<file path="config.mk">
export PLATFORM = sky130hd
export DESIGN_NAME = sld_driver
export DESIGN_NICKNAME = d
export VERILOG_FILES = /design/src/hdl/sld_pkg.sv /design/src/hdl/sld_driver.sv /design/src/hdl/sld_sync.sv /design/src/hdl/sld_store.sv
export VERILOG_INCLUDE_DIRS = /design/src /design/src/hdl
export SDC_FILE = /design/constraint.sdc
export NUM_CORES = 1
export LEC_CHECK = 0
export ABC_AREA = 1
export ABC_CLOCK_PERIOD_IN_PS = 1800
export BUFFER_PORTS_ARGS = -buffer_cell sky130_fd_sc_hd__buf_2
export CORE_UTILIZATION = 45
export DETAILED_ROUTE_END_ITERATION = 6
export SETUP_SLACK_MARGIN = 0.3
export SLEW_MARGIN = 20
export SYNTH_ARGS = -nofsm -noshare
export SYNTH_HDL_FRONTEND = slang
export SYNTH_SLANG_ARGS = --single-unit
export TNS_END_PERCENT = 30
</file>
<file path="constraint.sdc">
create_clock -name clock -period 1.8 [get_ports clock]
set_input_delay 0 -clock clock [delete_from_list [all_inputs] [get_ports clock]]
set_output_delay 0 -clock clock [all_outputs]
set_load 0.05 [all_outputs]
</file>
<file path="src/hdl/sld_regs.svh">
// constants of the segment display driver: sizes, pin positions, offsets, timing
`ifndef SLD_REGS_SVH
`define SLD_REGS_SVH

// ==========================================================
// storage sizes
`define SLD_STAGES          160
`define SLD_SEGS            80
`define SLD_SYNC_W          9
`define SLD_OSC_CNT_W       24
`define SLD_DIV_W           3

// ==========================================================
// synchroniser bit positions of the pins
`define SLD_PIN_SCLK        0
`define SLD_PIN_SDATA       1
`define SLD_PIN_LOAD        2
`define SLD_PIN_DUTY        3
`define SLD_PIN_EXT         4
`define SLD_PIN_OSC         5
`define SLD_PIN_TEST        6
`define SLD_PIN_BLANK       7
`define SLD_PIN_SYNC        8

// ==========================================================
// timing: core clock, internal oscillator, divide ratios
`define SLD_CLK_HZ          200_000_000
`define SLD_OSC_HZ          1_000
`define SLD_DIV_STATIC      8
`define SLD_DIV_HALF        4

// ==========================================================
// apb register map
`define SLD_OFF_CTRL        32'h0000_0000
`define SLD_OFF_STATUS      32'h0000_0004
`define SLD_ADDR_W          12
`define SLD_CTRL_BLANK_BIT  0
`define SLD_CTRL_TEST_BIT   1
`define SLD_CTRL_RESET      2'h0
`define SLD_ST_DUTY_BIT     0
`define SLD_ST_EXT_BIT      1
`define SLD_ST_COM_BIT      2
`define SLD_ST_SEL_BIT      3
`define SLD_ST_HALF_BIT     4
`define SLD_ST_FULL_BIT     5

`endif

</file>
<file path="src/hdl/sld_pkg.sv">
// types shared by the segment display driver modules
`include "sld_regs.svh"

package sld_pkg;

    // ==========================================================
    // level-select codes for the external analog output stage
    typedef enum logic [1:0]
    {
        SLD_LVL_LOW  = 2'b00,
        SLD_LVL_MID  = 2'b01,
        SLD_LVL_HIGH = 2'b10
    } sld_level_t;

    // ==========================================================
    // state of the pin synchroniser
    typedef struct packed
    {
        logic [`SLD_SYNC_W-1:0] s1;
        logic [`SLD_SYNC_W-1:0] s2;
    } sld_sync_t;

    // ==========================================================
    // state of the shift register and display latch
    typedef struct packed
    {
        logic [`SLD_STAGES-1:0] shift;
        logic [`SLD_STAGES-1:0] latch;
    } sld_store_t;

    // ==========================================================
    // state of the top level
    typedef struct packed
    {
        logic [`SLD_OSC_CNT_W-1:0] oscCnt;
        logic                      oscLvl;
        logic [`SLD_DIV_W-1:0]     divCnt;
        logic                      dutyQ;
        logic                      extQ;
        logic                      comPh;
        logic                      selSecond;
        logic                      syncD;
        logic                      syncPull;
        logic                      serClkD;
        logic [1:0]                ctrl;
        sld_level_t                bpFirst;
        sld_level_t                bpSecond;
        logic [`SLD_SEGS-1:0]      seg;
        logic [31:0]               prdata;
    } sld_top_t;

endpackage

</file>
<file path="src/hdl/sld_driver.sv">
// segment display driver: serial input, latch, common and segment waveforms
//
// What this block does
// - each serial clock rise shifts data into a 160-stage shift register
// - a one bit lights its segment, zero darkens it, one to one
// - half cascade output always shows shift stage 80
// - full cascade output always shows shift stage 160
// - latch follows the shift register while load is high
// - latch holds last captured data while load is low
// - oscillator divided by eight in static, four in half duty, gives common
// - external source select makes oscillator input the common phase
// - duty select high means half duty with two backplanes, low static
// - expander use: oscillator input high inverts all segment outputs
// - static mode: both backplanes pulse high and low with common phase
// - half duty: backplanes alternate, exactly one selected at a time
// - selected backplane follows common high and low, other sits middle
// - half duty: first backplane shows bits 1-80, second 81-160
// - static mode uses first latch half only
// - lit segment inverts the common signal, dark segment follows it
// - all-on test lights every segment and overrides all-off
// - all-off darkens every segment unless all-on test is high
// - half duty cascades share an open-drain line aligning backplane phase
`timescale 1ns/1ps
`default_nettype none
`include "sld_regs.svh"

module sld_driver
#(
    parameter int unsigned OSC_HALF_CYCLES = `SLD_CLK_HZ / (2 * `SLD_OSC_HZ)
)
(
    input  wire logic                       clock,              // 200 MHz core clock
    input  wire logic                       nrst,               // async reset, active low
    input  wire logic                       ce,                 // freezes all state when low
    // serial display interface
    input  wire logic                       serialClock,        // serial clock pin
    input  wire logic                       serialData,         // serial data pin
    input  wire logic                       loadLevel,          // latch load pin
    output logic                            cascadeOutHalf,     // stage 80 for chaining
    output logic                            cascadeOutFull,     // stage 160 for chaining
    // mode and test pins
    input  wire logic                       dutySelect,         // high: half duty
    input  wire logic                       commonSourceSelect, // high: external common
    input  wire logic                       oscillatorInput,    // external common or polarity
    input  wire logic                       allOnTest,          // light every segment
    input  wire logic                       allOff,             // blank every segment
    // oscillator and common
    output logic                            oscillatorDrive,    // internal oscillator level
    output logic                            commonPhaseOut,     // common phase for slaves
    // phase alignment line, open drain
    input  wire logic                       syncLineIn,         // line level
    output logic                            syncLineOut,        // always low when driven
    output logic                            syncLineOe,         // high while pulling low
    // output stage codes
    output sld_pkg::sld_level_t             backplaneFirst,     // first backplane level
    output sld_pkg::sld_level_t             backplaneSecond,    // second backplane level
    output logic        [`SLD_SEGS-1:0]     segmentOutputs,     // 1: high, 0: low
    // apb slave
    input  wire logic                       psel,               // select
    input  wire logic                       penable,            // access phase
    input  wire logic                       pwrite,             // write
    input  wire logic   [`SLD_ADDR_W-1:0]   paddr,              // byte address
    input  wire logic   [31:0]              pwdata,             // write data
    output logic        [31:0]              prdata,             // read data, registered
    output logic                            pready,             // ready
    output logic                            pslverr             // unmapped address
);

    // ==========================================================
    // state and wiring
    sld_pkg::sld_top_t          s_q;
    sld_pkg::sld_top_t          s_d;
    logic [`SLD_SYNC_W-1:0]     pinRaw;
    logic [`SLD_SYNC_W-1:0]     pinSync;
    logic [`SLD_STAGES-1:0]     latch;
    logic                       shiftEn;
    logic                       oscTick;
    logic                       comNext;
    logic                       comRise;
    logic                       syncFall;
    logic                       blankEff;
    logic                       testEff;
    logic                       apbSetup;
    logic                       apbWrite;
    logic                       addrHit;

    localparam logic [`SLD_OSC_CNT_W-1:0] OscLast = `SLD_OSC_CNT_W'(OSC_HALF_CYCLES - 1);
    // divider taps: bit 2 for /8, bit 1 for /4
    localparam int DivStaticBit = $clog2(`SLD_DIV_STATIC) - 1;
    localparam int DivHalfBit   = $clog2(`SLD_DIV_HALF) - 1;

    // ==========================================================
    // pin synchroniser, every asynchronous pin passes two flops
    assign pinRaw = {syncLineIn, allOff, allOnTest, oscillatorInput, commonSourceSelect,
                     dutySelect, loadLevel, serialData, serialClock};

    sld_sync u_sync
    (
        .clock  (clock),
        .nrst   (nrst),
        .ce     (ce),
        .pinIn  (pinRaw),
        .pinOut (pinSync)
    );

    // serial clock rise seen on the synchronised copy only
    assign shiftEn = pinSync[`SLD_PIN_SCLK] & ~s_q.serClkD;

    // ==========================================================
    // shift register and latch
    sld_store u_store
    (
        .clock   (clock),
        .nrst    (nrst),
        .ce      (ce),
        .shiftEn (shiftEn),
        .dataIn  (pinSync[`SLD_PIN_SDATA]),
        .loadLvl (pinSync[`SLD_PIN_LOAD]),
        .latch   (latch),
        .tapHalf (cascadeOutHalf),
        .tapFull (cascadeOutFull)
    );

    // ==========================================================
    // address decode, used by both read and write paths
    function automatic logic isAddr(input logic [`SLD_ADDR_W-1:0] a,
                                    input logic [31:0] off);
        isAddr = (a == off[`SLD_ADDR_W-1:0]);
    endfunction

    // segment level for one display bit against the common phase
    function automatic logic segLevel(input logic lit, input logic com);
        segLevel = lit ? ~com : com;
    endfunction

    // backplane level while selected
    function automatic sld_pkg::sld_level_t bpLevel(input logic com);
        bpLevel = com ? sld_pkg::SLD_LVL_HIGH : sld_pkg::SLD_LVL_LOW;
    endfunction

    assign addrHit  = isAddr(paddr, `SLD_OFF_CTRL) | isAddr(paddr, `SLD_OFF_STATUS);
    assign apbSetup = psel & ~penable;
    assign apbWrite = psel & penable & pwrite & ce;

    // test overrides: software bits or the pins, all-on always wins
    assign testEff  = pinSync[`SLD_PIN_TEST] | s_q.ctrl[`SLD_CTRL_TEST_BIT];
    assign blankEff = (pinSync[`SLD_PIN_BLANK] | s_q.ctrl[`SLD_CTRL_BLANK_BIT])
        & ~testEff;

    // ==========================================================
    // next-state logic
    always_comb
    begin
        s_d      = s_q;
        oscTick  = 1'b0;
        comNext  = 1'b0;
        comRise  = 1'b0;
        syncFall = 1'b0;

        // mode pins are levels; keep one registered copy for the outputs
        s_d.dutyQ   = pinSync[`SLD_PIN_DUTY];
        s_d.extQ    = pinSync[`SLD_PIN_EXT];
        s_d.serClkD = pinSync[`SLD_PIN_SCLK];

        // internal oscillator stands in for the external rc network
        if (s_q.oscCnt == OscLast)
        begin
            s_d.oscCnt = '0;
            s_d.oscLvl = ~s_q.oscLvl;
            oscTick    = ~s_q.oscLvl;
        end
        else
        begin
            s_d.oscCnt = s_q.oscCnt + `SLD_OSC_CNT_W'(1);
        end

        // divider runs on each oscillator period
        if (oscTick)
            s_d.divCnt = s_q.divCnt + `SLD_DIV_W'(1);

        // common phase: external input buffered, or divided oscillator
        if (s_q.extQ)
            comNext = pinSync[`SLD_PIN_OSC];
        else if (s_q.dutyQ)
            comNext = s_q.divCnt[DivHalfBit];
        else
            comNext = s_q.divCnt[DivStaticBit];
        s_d.comPh = comNext;
        comRise   = comNext & ~s_q.comPh;

        // phase alignment line: a falling level forces the second backplane
        s_d.syncD = pinSync[`SLD_PIN_SYNC];
        syncFall  = s_q.syncD & ~pinSync[`SLD_PIN_SYNC];
        s_d.syncPull = 1'b0;
        if (!s_q.dutyQ)
            s_d.selSecond = 1'b0;
        else if (syncFall)
            s_d.selSecond = 1'b1;
        else if (comRise)
        begin
            s_d.selSecond = ~s_q.selSecond;
            s_d.syncPull  = ~s_q.selSecond;
        end

        // backplane codes
        if (!s_q.dutyQ)
        begin
            s_d.bpFirst  = bpLevel(s_q.comPh);
            s_d.bpSecond = bpLevel(s_q.comPh);
        end
        else if (s_q.selSecond)
        begin
            s_d.bpFirst  = sld_pkg::SLD_LVL_MID;
            s_d.bpSecond = bpLevel(s_q.comPh);
        end
        else
        begin
            s_d.bpFirst  = bpLevel(s_q.comPh);
            s_d.bpSecond = sld_pkg::SLD_LVL_MID;
        end

        // segment codes: latch half picked by the selected backplane
        for (int n = 0; n < `SLD_SEGS; n++)
        begin
            s_d.seg[n] = segLevel(testEff | (~blankEff &
                         (s_q.dutyQ && s_q.selSecond ? latch[n + `SLD_SEGS] : latch[n])),
                         s_q.comPh);
        end

        // apb: write in access phase, read data prepared in setup
        if (apbWrite && isAddr(paddr, `SLD_OFF_CTRL))
            s_d.ctrl = pwdata[1:0];
        if (apbSetup)
        begin
            // spare and unmapped bits read zero
            s_d.prdata = 32'h0000_0000;
            if (isAddr(paddr, `SLD_OFF_CTRL))
                s_d.prdata[1:0] = s_q.ctrl;
            else if (isAddr(paddr, `SLD_OFF_STATUS))
            begin
                s_d.prdata[`SLD_ST_DUTY_BIT] = s_q.dutyQ;
                s_d.prdata[`SLD_ST_EXT_BIT]  = s_q.extQ;
                s_d.prdata[`SLD_ST_COM_BIT]  = s_q.comPh;
                s_d.prdata[`SLD_ST_SEL_BIT]  = s_q.selSecond;
                s_d.prdata[`SLD_ST_HALF_BIT] = cascadeOutHalf;
                s_d.prdata[`SLD_ST_FULL_BIT] = cascadeOutFull;
            end
        end
    end

    // ==========================================================
    // state register; reset puts both backplanes and segments low
    always_ff @(posedge clock or negedge nrst)
    begin
        if (!nrst)
        begin
            s_q      <= '0;
            s_q.ctrl <= `SLD_CTRL_RESET;
        end
        else if (ce)
        begin
            s_q <= s_d;
        end
    end

    // ==========================================================
    // outputs
    assign oscillatorDrive = s_q.oscLvl;
    assign commonPhaseOut  = s_q.comPh;
    assign syncLineOut     = 1'b0;
    assign syncLineOe      = s_q.syncPull;
    assign backplaneFirst  = s_q.bpFirst;
    assign backplaneSecond = s_q.bpSecond;
    assign segmentOutputs  = s_q.seg;
    assign prdata          = s_q.prdata;
    // zero wait states; a frozen block holds the master off
    assign pready          = ce;
    assign pslverr         = psel & penable & ~addrHit;
endmodule // sld_driver

`default_nettype wire

</file>
<file path="src/hdl/sld_sync.sv">
// two-stage synchroniser for the asynchronous pins
`timescale 1ns/1ps
`default_nettype none
`include "sld_regs.svh"

module sld_sync
(
    input  wire logic                   clock,   // core clock
    input  wire logic                   nrst,    // async reset, active low
    input  wire logic                   ce,      // clock enable
    input  wire logic [`SLD_SYNC_W-1:0] pinIn,   // raw pins
    output logic      [`SLD_SYNC_W-1:0] pinOut   // synchronised pins
);

    sld_pkg::sld_sync_t s_q;
    sld_pkg::sld_sync_t s_d;

    // ==========================================================
    // first stage feeds only the second stage
    always_comb
    begin
        s_d    = s_q;
        s_d.s1 = pinIn;
        s_d.s2 = s_q.s1;
    end

    always_ff @(posedge clock or negedge nrst)
    begin
        if (!nrst)
            s_q <= '0;
        else if (ce)
            s_q <= s_d;
    end

    assign pinOut = s_q.s2;

endmodule // sld_sync

`default_nettype wire

</file>
<file path="src/hdl/sld_store.sv">
// 160-stage shift register and 160-bit display latch
`timescale 1ns/1ps
`default_nettype none
`include "sld_regs.svh"

module sld_store
(
    input  wire logic                   clock,    // core clock
    input  wire logic                   nrst,     // async reset, active low
    input  wire logic                   ce,       // clock enable
    input  wire logic                   shiftEn,  // one-cycle serial clock rise
    input  wire logic                   dataIn,   // serial data, synchronised
    input  wire logic                   loadLvl,  // load level, synchronised
    output logic      [`SLD_STAGES-1:0] latch,    // display latch
    output logic                        tapHalf,  // stage 80
    output logic                        tapFull   // stage 160
);

    sld_pkg::sld_store_t s_q;
    sld_pkg::sld_store_t s_d;

    // ==========================================================
    // shift on each serial rise; latch follows while load is high
    always_comb
    begin
        s_d = s_q;
        if (shiftEn)
            s_d.shift = {s_q.shift[`SLD_STAGES-2:0], dataIn};
        if (loadLvl)
            s_d.latch = s_q.shift;
    end

    always_ff @(posedge clock or negedge nrst)
    begin
        if (!nrst)
            s_q <= '0;
        else if (ce)
            s_q <= s_d;
    end

    assign latch   = s_q.latch;
    assign tapHalf = s_q.shift[`SLD_SEGS-1];
    assign tapFull = s_q.shift[`SLD_STAGES-1];
endmodule // sld_store

`default_nettype wire

</file>
Word-level counts from Yosys, hierarchy flattened
Cells that the tools add are included.
{"block": "op_classes", "n_bitwise": 181, "add_sub_neg": 2, "n_mux": 176, "eq_ne": 3, "n_reduce_logical": 10}
{"op": "1-bit 2-to-1 mux", "count": 169}
{"op": "1-bit AND", "count": 89}
{"op": "1-bit bitwise OR", "count": 83}
{"op": "24-bit by 1-bit adder with 24-bit output, second input constant", "count": 1}
{"op": "24-bit by 17-bit == test with 1-bit output, second input constant", "count": 1}
{"op": "24-bit 2-to-1 mux", "count": 1}
{"op": "2-bit AND reduction", "count": 7}
{"op": "12-bit by 3-bit == test with 1-bit output, second input constant", "count": 1}
{"op": "12-bit logical NOT", "count": 1}
{"op": "4-bit 2-to-1 mux", "count": 3}
{"op": "1-bit inverter", "count": 9}
{"op": "6-bit 2-to-1 mux", "count": 1}
{"op": "2-bit 2-to-1 mux", "count": 2}
{"op": "3-bit by 1-bit adder with 3-bit output, second input constant", "count": 1}
{"op": "3-bit by 1-bit inequality test with 1-bit output, second input constant", "count": 1}
{"op": "1-bit logical AND", "count": 2}
{"block": "totals", "out_inout_bits": 124, "regBits": 465, "elab_cells": 391, "inputBits": 59}

Longest topological paths before layout
Gate-level depths: netlist (run 1).
{"block": "logic_depth", "word_depth": 7, "mapped_depth": 9, "depth_no_buf": 9}

Cells and area by module
Synthesis (run 1) repeated with hierarchy kept, for this count alone.
{"block": "hier_totals", "hier_cells": 2765, "area_unflattened_um2": 23098.4}
{"module": "sld_store", "cells_per_inst": 1548, "seq_area_each_um2": 8007.7, "area_each_um2": 13830.8, "n_inst": 1}
{"module": "sld_driver", "cells_per_inst": 1141, "seq_area_each_um2": 3178.0, "area_each_um2": 8557.0, "n_inst": 1}
{"module": "sld_sync", "cells_per_inst": 76, "seq_area_each_um2": 450.4, "area_each_um2": 710.7, "n_inst": 1}

Worst setup path before layout (run 1)
No wires, ideal clock.
{"block": "synth_path", "path_type": "register to register", "start": "register s_q, in the netlist commonPhaseOut", "end": "register s_q, in the netlist segmentOutputs[11]", "stages_incl_launch_ff": 4, "synth_period_minus_slack_ns": 1.479, "t_arrival_ns": 1.392, "setup_slack_ns": 0.321, "required_time_ns": 1.713, "path_cell_list": "dfrtp_1 > nand2_1 > clkbuf_1 > o211ai_1"}
{"block": "synth_via", "elab_chain_cells": 2}
{"element": "from (decl)", "line_no": "sld_driver.sv:71", "source": "sld_pkg::sld_top_t s_q;"}
{"element": "1-bit inverter", "line_no": "sld_driver.sv:133", "source": "segLevel = lit ? ~com : com;"}
{"element": "1-bit 2-to-1 mux *", "line_no": "sld_driver.sv:133"}
Mark *: on every way between the ends. The rest lies on a longest branch, timed or not.
A chain may end at the register's enable or synchronous reset.

==> summary.json, run 1 <==
{
  "run_status": {
    "status": "complete, no violations"
  },
  "cells_and_area": {
    "layout_commonest_cell": "nand2_1",
    "area.sequential_sq_um": 11600,
    "n_antenna_cell": 0,
    "fill_cells": 4259,
    "fin_util_pct": 52.8,
    "nets": 2564,
    "layout-drive-gt1-share_pct": 15.2,
    "finish.instance_area_sq_um": 24500,
    "mostFrequentLayoutCells": "nand2_1, dfrtp_1, o21ai_0, inv_1, buf_2",
    "multi_input_area_sq_um": 7150,
    "area_growth_pct": 16.2
  },
  "setup_path": {
    "critical_path_peak_fanout": 1,
    "worst-endpoint-arrival_ns": 1.97,
    "critical_path.endpoint_type": "register",
    "startpoint_type_of_the_worst_setup_path": "input pin",
    "required_ns": 2.25,
    "setup.worst_path.class": "input pin to register"
  },
  "drt": {
    "avgRoutedWirePerCell_um": 15.2,
    "routed_via_density": 4.96,
    "drtPass1Iterations": 7,
    "route.vias.total": 15600,
    "postRouteAntennaNets": 0,
    "totalWireLength_mm": 47.8,
    "first_iter_violations": 1196,
    "drt_drc_violations_left": 0
  },
  "floorplan": {
    "rows": 79,
    "boundaryPins": 183,
    "dieArea_sq_um": 47800,
    "placeableCoreArea_sq_um": 46500,
    "start_util_pct": 45.5,
    "chipHeight_um": 219,
    "die-width_um": 219
  },
  "place": {
    "hpwl_mm": 27.9,
    "gpl.final_weighted_congestion": 0.853,
    "pre_cts_slack_ns": 0.214,
    "detailed_place.area_sq_um": 21800,
    "placement.io_buffers": 125
  },
  "synth": {
    "synth_area_per_cell_sq_um": 8.70,
    "postSynthCellCount": 2429,
    "synthesis_stage_register_bit_count": 465,
    "syn-cell-area_sq_um": 21100,
    "synth.lib_cells_used.distinct": 31,
    "ys.warnings.count": 0,
    "proportion_of_synthesized_chip_area_in_sequential_cells_pct": 55.1
  },
  "grt": {
    "number_of_antenna_violations_at_the_first_check_in_global_routing": 0,
    "grt_max_degree": 85,
    "global_route.usage.total_pct": 20.1,
    "grt_pass1_wl_mm": 78.1,
    "first_global_vias": 15200,
    "grt.overflow.total": 0
  },
  "clock_tree": {
    "cts_inserted_buffers": 50,
    "clk_pin_slew_worst_paths_ns": 0.06,
    "cts.htree.levels": 2,
    "tritoncts": "yes",
    "cts.sink_count": 465,
    "cts-root-to-sink-buffers": 3,
    "clk_root_buffer_cell": "clkbuf_16",
    "clock_network_latency_to_the_later_pin_of_the_worst_skew_pair_ns": 0.58
  },
  "power_and_ir_drop": {
    "power_per_cell_area_nw_per_um2": 1130,
    "power_leakage_uw": 0.0115,
    "vdd.ir_drop.worst_mv": 0.775
  },
  "hold_path": {
    "timing.hold.worst.class": "input pin to register"
  },
  "sta": {
    "setup_ws_ns": 0.282,
    "slew_viol_final": 0,
    "report.final.setup_viol": 0,
    "grt_setup_unrepaired": "true",
    "worst_clock_skew_ns": 0.0172,
    "tns_ns": 0,
    "worst_slew_pin_slew_ns": 0.606,
    "hold_viol_final": 0,
    "finalCriticalPeriod_ns": 1.52,
    "worst_slew_margin_relative_to_its_limit_pct": 59.5,
    "maxClockFrequency_mhz": 659,
    "layout_worst_path_cycle_share_pct": 84.3
  },
  "flow_run": {
    "max_cap_viol_count": 0
  }
}
[layout make-up]
type                       instances  area share [%]
sequential                       465            47.4
tap                              607            3.09
clock inverter                    15           0.755
clock buffer                      76            6.07
timing repair buffer             250            9.17
multi-input combinational       1454            29.1
inverter                         282            4.32
[registers in the layout (all words and copies together), names as in the netlist, 2 cells and up]
| register | count |
|---|---|
| backplaneFirst | 2 |
| backplaneSecond | 2 |
| prdata | 6 |
| s_q | 34 |
| segmentOutputs | 80 |
| u_store.latch | 160 |
| u_store.s_q | 158 |
| u_sync.pinOut | 9 |
| u_sync.s_d | 9 |
[cells in the mapped netlist (all sizes together)]
cell / instances / area [sq um]
nor2: 88 / 360
a31oi: 1 / 6.26
nor3: 8 / 67.6
nand3: 32 / 165
clkbuf: 52 / 195
o211ai: 137 / 1270
a21oi: 7 / 35.0
nand4: 9 / 56.3
inv: 282 / 1060
dfrtp: 465 / 11600
o21ai: 389 / 1950
buf: 203 / 1420
o31ai: 1 / 7.51
and3: 1 / 6.26
conb: 1 / 3.75
xor2: 7 / 61.3
ha: 2 / 25.0
o21bai: 2 / 15.0
nand2: 742 / 2790
[through the flow]
stage | power [uW] | hold WS [ns] | instances
6_report | 27700 | 0.0475 | 3149
5_1_grt | 29000 | 0.0650 | 3149
4_1_cts | 27800 | 0.00991 | 3131
3_5_place_dp | 17100 | -0.0423 | 2983
3_3_place_gp | 17000 | -0.0445 | 2983
2_1_floorplan | 16200 | -0.296 | 2455
[layer usage]
| layer | GRT usage [%] | routed length [um] | up-vias |
|---|---|---|---|
| li1 | - | - | 7721 |
| met1 | 29.0 | 23100 | 7521 |
| met2 | 31.3 | 21900 | 297 |
| met3 | 2.88 | 1760 | 73 |
| met4 | 6.13 | 1040 | 0 |
| met5 | 0 | 0 | - |
[cells by family (layout without fill, tap and decap cells)]
logic type	count (synthesis)	in the layout	synth area share, %
compound gates	537	537	15.5
xor+xnor	7	7	0.290
fa+ha+maj	2	2	0.118
buf+inv	537	623	12.6
flops	465	465	55.1
other cells	1	27	0.0178
simple gates	880	881	16.3
[worst paths after layout]
kind                                from                 end  slack, ns  cells after the start
min reg2reg                u_sync.s_d[8]       u_sync.s_d[8]       0.47                      2
max reg2reg                     s_q[129]            s_q[126]       0.31                      7
max in group asynchronous           nrst  segmentOutputs[22]       0.47                      5
min                                   ce            s_q[145]       0.05                      5
max                           dutySelect       u_sync.s_d[3]       0.28                      6
min in group asynchronous           nrst  segmentOutputs[76]       0.50                      3
[critical path, cell delays in order]
cell           delay, ns
dlygate4sd3_1       0.53
buf_2               0.12
nand2_1             0.07
dlygate4sd3_1       0.57
o21ai_0             0.10
dlygate4sd3_1       0.57
[repair_timing]
action,4_1_cts,5_1_grt
pin swaps,2,18
hold endpoints to repair,493,0
hold buffers,49,0
setup endpoints to repair,55,108
buffers inserted,6,11
resized for setup,7,51
gates cloned,2,7
[where the power goes]
group | switching (uW) | total, uW | internal [uW]
Combinational | 4000 | 5530 | 1530
Clock | 4160 | 10400 | 6260
Sequential | 574 | 11800 | 11200
Total | 8730 | 27700 | 19000
Note: power is estimated with default switching activity, not from simulation.
==> run 2: changes to the inputs <==
ABC_AREA = 0   (was 1)
ABC_CLOCK_PERIOD_IN_PS = 1490   (was 1800)
clock period = 1.49 ns   (was 1.8 ns; I/O delays follow)
==> run 2 against run 1 <==
  * The flow now finishes with violations (negative hold slack, negative setup slack)
  * Clock-buffer cell count grew 1
  * Clock skew shrank 0.0026 ns
  * Via count shrank 13%
  * Design area grew 10%
  * Highest routed layer unchanged
==> summary.json, run 2 <==
{
  "floorplan": {
    "chipHeight": {"value": 219, "unit": "um", "change": "+0.11%"},
    "rows": {"value": 79, "change": "unchanged"},
    "placeableCoreArea": {"value": 46500, "unit": "sq um", "change": "unchanged"},
    "start_util": {"value": 45.6, "unit": "%", "change": "+0.11 points"},
    "dieArea": {"value": 47900, "unit": "sq um", "change": "+0.23%"},
    "die-width": {"value": 219, "unit": "um", "change": "+0.11%"},
    "boundaryPins": {"value": 183, "change": "unchanged"}
  },
  "flow_run": {
    "max_cap_viol_count": {"value": 0, "change": "unchanged"}
  },
  "setup_path": {
    "cp_max_stage_delay": {"value": 0.37, "unit": "ns", "change": "-0.20 ns"},
    "crit_path_top_delay_cell": "dfrtp_1",
    "worst-endpoint-arrival": {"value": 2.09, "unit": "ns", "change": "+0.12 ns"},
    "critical_path.endpoint_type": "register",
    "crit_top_cell": "clkbuf_16",
    "critical_path.n_buffers_inverters": {"value": 3, "change": "-1"},
    "required": {"value": 1.94, "unit": "ns", "change": "-0.31 ns"},
    "worstPathCellList": "nand3b_1 > buf_6 > clkbuf_16 > clkbuf_16 > mux2_4",
    "worstSetupStartpoint": "s_q[118]",
    "cpLargestDelayFamily": "buffers and inverters",
    "startpoint_type_of_the_worst_setup_path": "register",
    "critical_path_peak_fanout": {"value": 7, "change": "+6"},
    "setup.worst_path.class": "register to register",
    "timing.rr.start": "s_q[118]"
  },
  "power_and_ir_drop": {
    "power_leakage": {"value": 0.0125, "unit": "uW", "change": "+8.8%"},
    "finalPower": {"value": 36600, "unit": "uW", "change": "+32%"},
    "power_per_cell_area": {"value": 1350, "unit": "nW/um^2", "change": "+20%"},
    "p_switching": {"value": 11900, "unit": "uW", "change": "+36%"},
    "vdd.ir_drop.worst": {"value": 1.15, "unit": "mV", "change": "+49%"},
    "clock_power_share": {"value": 33.9, "unit": "%", "change": "-3.7 points"},
    "p_seq_share": {"value": 39.4, "unit": "%", "change": "-3.0 points"},
    "swShare": {"value": 32.4, "unit": "%", "change": "+0.93 points"},
    "comb_power_share": {"value": 26.7, "unit": "%", "change": "+6.8 points"},
    "intPower": {"value": 24700, "unit": "uW", "change": "+30%"}
  },
  "drt": {
    "totalWireLength": {"value": 50.7, "unit": "mm", "change": "+5.9%"},
    "routed_via_density": {"value": 5.48, "change": "+10%"},
    "avgRoutedWirePerCell": {"value": 20.3, "unit": "um", "change": "+34%"},
    "drtPass1Iterations": {"value": 4, "change": "-3"},
    "route.vias.total": {"value": 13600, "change": "-13%"},
    "postRouteAntennaNets": {"value": 0, "change": "unchanged"},
    "drt_drc_violations_left": {"value": 0, "change": "unchanged"},
    "first_iter_violations": {"value": 719, "change": "-40%"}
  },
  "grt": {
    "first_global_vias": {"value": 13500, "change": "-11%"},
    "grt.overflow.total": {"value": 0, "change": "unchanged"},
    "number_of_antenna_violations_at_the_first_check_in_global_routing": {"value": 0, "change": "unchanged"},
    "grt_max_degree": {"value": 87, "change": "+2.4%"},
    "global_route.usage.total": {"value": 19.6, "unit": "%", "change": "-0.54 points"},
    "grt_pass1_wl": {"value": 74.4, "unit": "mm", "change": "-4.8%"}
  },
  "cells_and_area": {
    "layout_commonest_cell": "dfrtp_1",
    "finish.cell_count_without_fillers": {"value": 2490, "change": "-21%"},
    "fill_cells": {"value": 3695, "change": "-13%"},
    "mostFrequentLayoutCells": "dfrtp_1, mux2_2, buf_2, nand2_1, clkbuf_16",
    "nets": {"value": 1905, "change": "-26%"},
    "layout-drive-gt1-share": {"value": 50.6, "unit": "%", "change": "+35 points"},
    "n_antenna_cell": {"value": 0, "change": "unchanged"},
    "area_growth_pct": 27.6,
    "largest_register_ffs": {"value": 160, "change": "unchanged"},
    "fin_util": {"value": 58.1, "unit": "%", "change": "+5.3 points"}
  },
  "run_status": {
    "failed_checks": "negative hold slack, negative setup slack",
    "status": "finished, violations left"
  },
  "clock_tree": {
    "cts_inserted_buffers": {"value": 49, "change": "-2.0%"},
    "cts-root-to-sink-buffers": {"value": 3, "change": "unchanged"},
    "cts.htree.levels": {"value": 2, "change": "unchanged"},
    "clk_pin_slew_worst_paths": {"value": 0.06, "unit": "ns", "change": "about the same"},
    "clock_network_latency_to_the_later_pin_of_the_worst_skew_pair": {"value": 0.57, "unit": "ns", "change": "about the same"},
    "tritoncts": "yes",
    "cts-hold-fix-buffers": {"value": 20, "change": "-59%"},
    "cts.sink_count": {"value": 465, "change": "unchanged"},
    "clk_root_buffer_cell": "clkbuf_16"
  },
  "place": {
    "gpl.final_weighted_congestion": {"value": 0.801, "change": "-6.1%"},
    "hpwl": {"value": 28.0, "unit": "mm", "change": "+0.23%"},
    "placement.io_buffers": {"value": 125, "change": "unchanged"},
    "dpl.cell_count": {"value": 2319, "change": "-22%"}
  },
  "sta": {
    "setup_ws": {"value": -0.153, "unit": "ns", "change": "-0.435 ns"},
    "report.final.setup_viol": {"value": 228, "change": "+228"},
    "worst_slew_margin_relative_to_its_limit": {"value": 60.6, "unit": "%", "change": "+1.2 points"},
    "layout_worst_path_cycle_share_pct": 110,
    "worst_slew_pin_slew": {"value": 0.591, "unit": "ns", "change": "-0.0153 ns"},
    "hold_viol_final": {"value": 2, "change": "+2"},
    "grt_setup_unrepaired": "true",
    "tns": {"value": -16.05, "unit": "ns", "change": "-16.05 ns"},
    "worst_clock_skew": {"value": 0.0146, "unit": "ns", "change": "-0.00259 ns"},
    "slew_viol_final": {"value": 0, "change": "unchanged"},
    "finalCriticalPeriod_ns": 1.64,
    "hold_ws": {"value": -0.0917, "unit": "ns", "change": "-0.139 ns"},
    "maxClockFrequency_mhz": 609
  },
  "hold_path": {
    "timing.hold.worst.class": "input pin to register",
    "holdCritStartpoint": "paddr[5]"
  },
  "synth": {
    "synth_area_leader_cell": "dfrtp_1",
    "dominantRegCellSynth": "dfrtp_1",
    "synthTopCellsByArea": "dfrtp_1, mux2_2, buf_4",
    "post-synth-top-count-cell": "dfrtp_1",
    "synth_top_area_share": {"value": 55.0, "unit": "%", "change": "-0.13 points"},
    "ys.warnings.count": {"value": 0, "change": "unchanged"},
    "synthesis_stage_register_bit_count": {"value": 465, "change": "unchanged"},
    "syn-cell-area": {"value": 21200, "unit": "sq um", "change": "+0.23%"},
    "synth_area_per_cell": {"value": 12.4, "unit": "sq um", "change": "+43%"},
    "ys_async_sr_fraction": {"value": 100, "unit": "%", "change": "unchanged"},
    "synth.cells.most_frequent": "dfrtp_1, mux2_2, buf_4, nand2_1, o21ai_0",
    "postSynthCellCount": {"value": 1705, "change": "-30%"},
    "synth.lib_cells_used.distinct": {"value": 50, "change": "+61%"},
    "proportion_of_synthesized_chip_area_in_sequential_cells": {"value": 55.0, "unit": "%", "change": "-0.13 points"},
    "synth_edf_count": {"value": 0, "change": "unchanged"}
  }
}
==> run 2: cell types whose count changed after synthesis, sizes merged, moves of 82 or more <==
| cell | before | now |
|---|---|---|
| nor2 | 88 | 6 |
| nand2 | 742 | 106 |
| o211ai | 137 | 3 |
| mux2 | 0 | 345 |
| inv | 282 | 6 |
| o21ai | 389 | 91 |
==> run 2: cell families (layout without fill, tap and decap cells) <==
family          after synthesis  in the layout  share of synthesized area (%)
simple gates                262            265                           6.66
buf+inv                     258            407                           7.16
compound gates              347            347                           11.7
other cells                   1             27                         0.0177
flops                       465            465                           55.0
xor+xnor                     20             20                          0.827
mux                         350            350                           18.6
fa+ha+maj                     2              2                          0.118
==> run 2: cell type report <==
type	count	area (sq um)	area share, %
Sequential cell	465	11700	43.1
Tap cell	607	759	2.81
Clock inverter	13	150	0.556
Inverter	6	23.8	0.0880
Multi-Input combinational cell	1011	9440	34.9
Timing Repair Buffer	311	3490	12.9
Clock buffer	77	1490	5.53
==> run 2: worst register-to-register path, cell delays in order (launching register included) <==
cell       delay (ns)
dfrtp_1          0.37
nand3b_1         0.29
buf_6            0.21
clkbuf_16        0.18
clkbuf_16        0.18
mux2_4           0.30
==> run 2: what timing repair did <==
item                                   CTS  global route
setup buffers                           11            10
pin swaps                               41            96
resized for setup                      114           131
gates cloned                             7            33
setup endpoints to repair              524           530
endpoints found under the hold margin  485             2
==> run 2: power by group through the flow <==
stage	logic, uW	registers, uW	clock network, uW
final	9780	14400	12400
after global routing	10300	14500	13200
after CTS	8640	14400	12700
after detailed placement	7910	14600	0
after global placement	7850	14500	0
after floorplan	6740	14400	0
==> run 2: path summary, 6_finish.rpt <==
| kind | end | depth (start not counted) | slack (ns) |
|---|---|---|---|
| worst max-delay path | u_store.s_q[247] | 5 | -0.15 |
| worst min-delay path | s_q[116] | 5 | -0.09 |
| worst max register to register | u_store.s_q[247] | 5 | -0.15 |
| worst min register to register | backplaneFirst[1] | 1 | 0.47 |
| max in group asynchronous | s_q[124] | 3 | 0.49 |
| min in group asynchronous | u_store.latch[81] | 3 | 0.03 |
==> run 2: layer usage <==
layer	vias up	track usage (%)	share of wire, %
met3	70	2.92	3.4
met1	7000	27.2	47
li1	6321	-	-
met4	0	6.50	2.3
met2	244	31.3	47
met5	-	0	0
==> run 2: per-stage QoR <==
stage / area (sq um) / setup WS (ns)
6_report: 27000 / -0.153
3_5_place_dp: 22800 / -0.0943
2_1_floorplan: 21900 / -0.0929
4_1_cts: 25400 / -0.114
3_3_place_gp: 22800 / -0.0727
5_1_grt: 27000 / -0.191
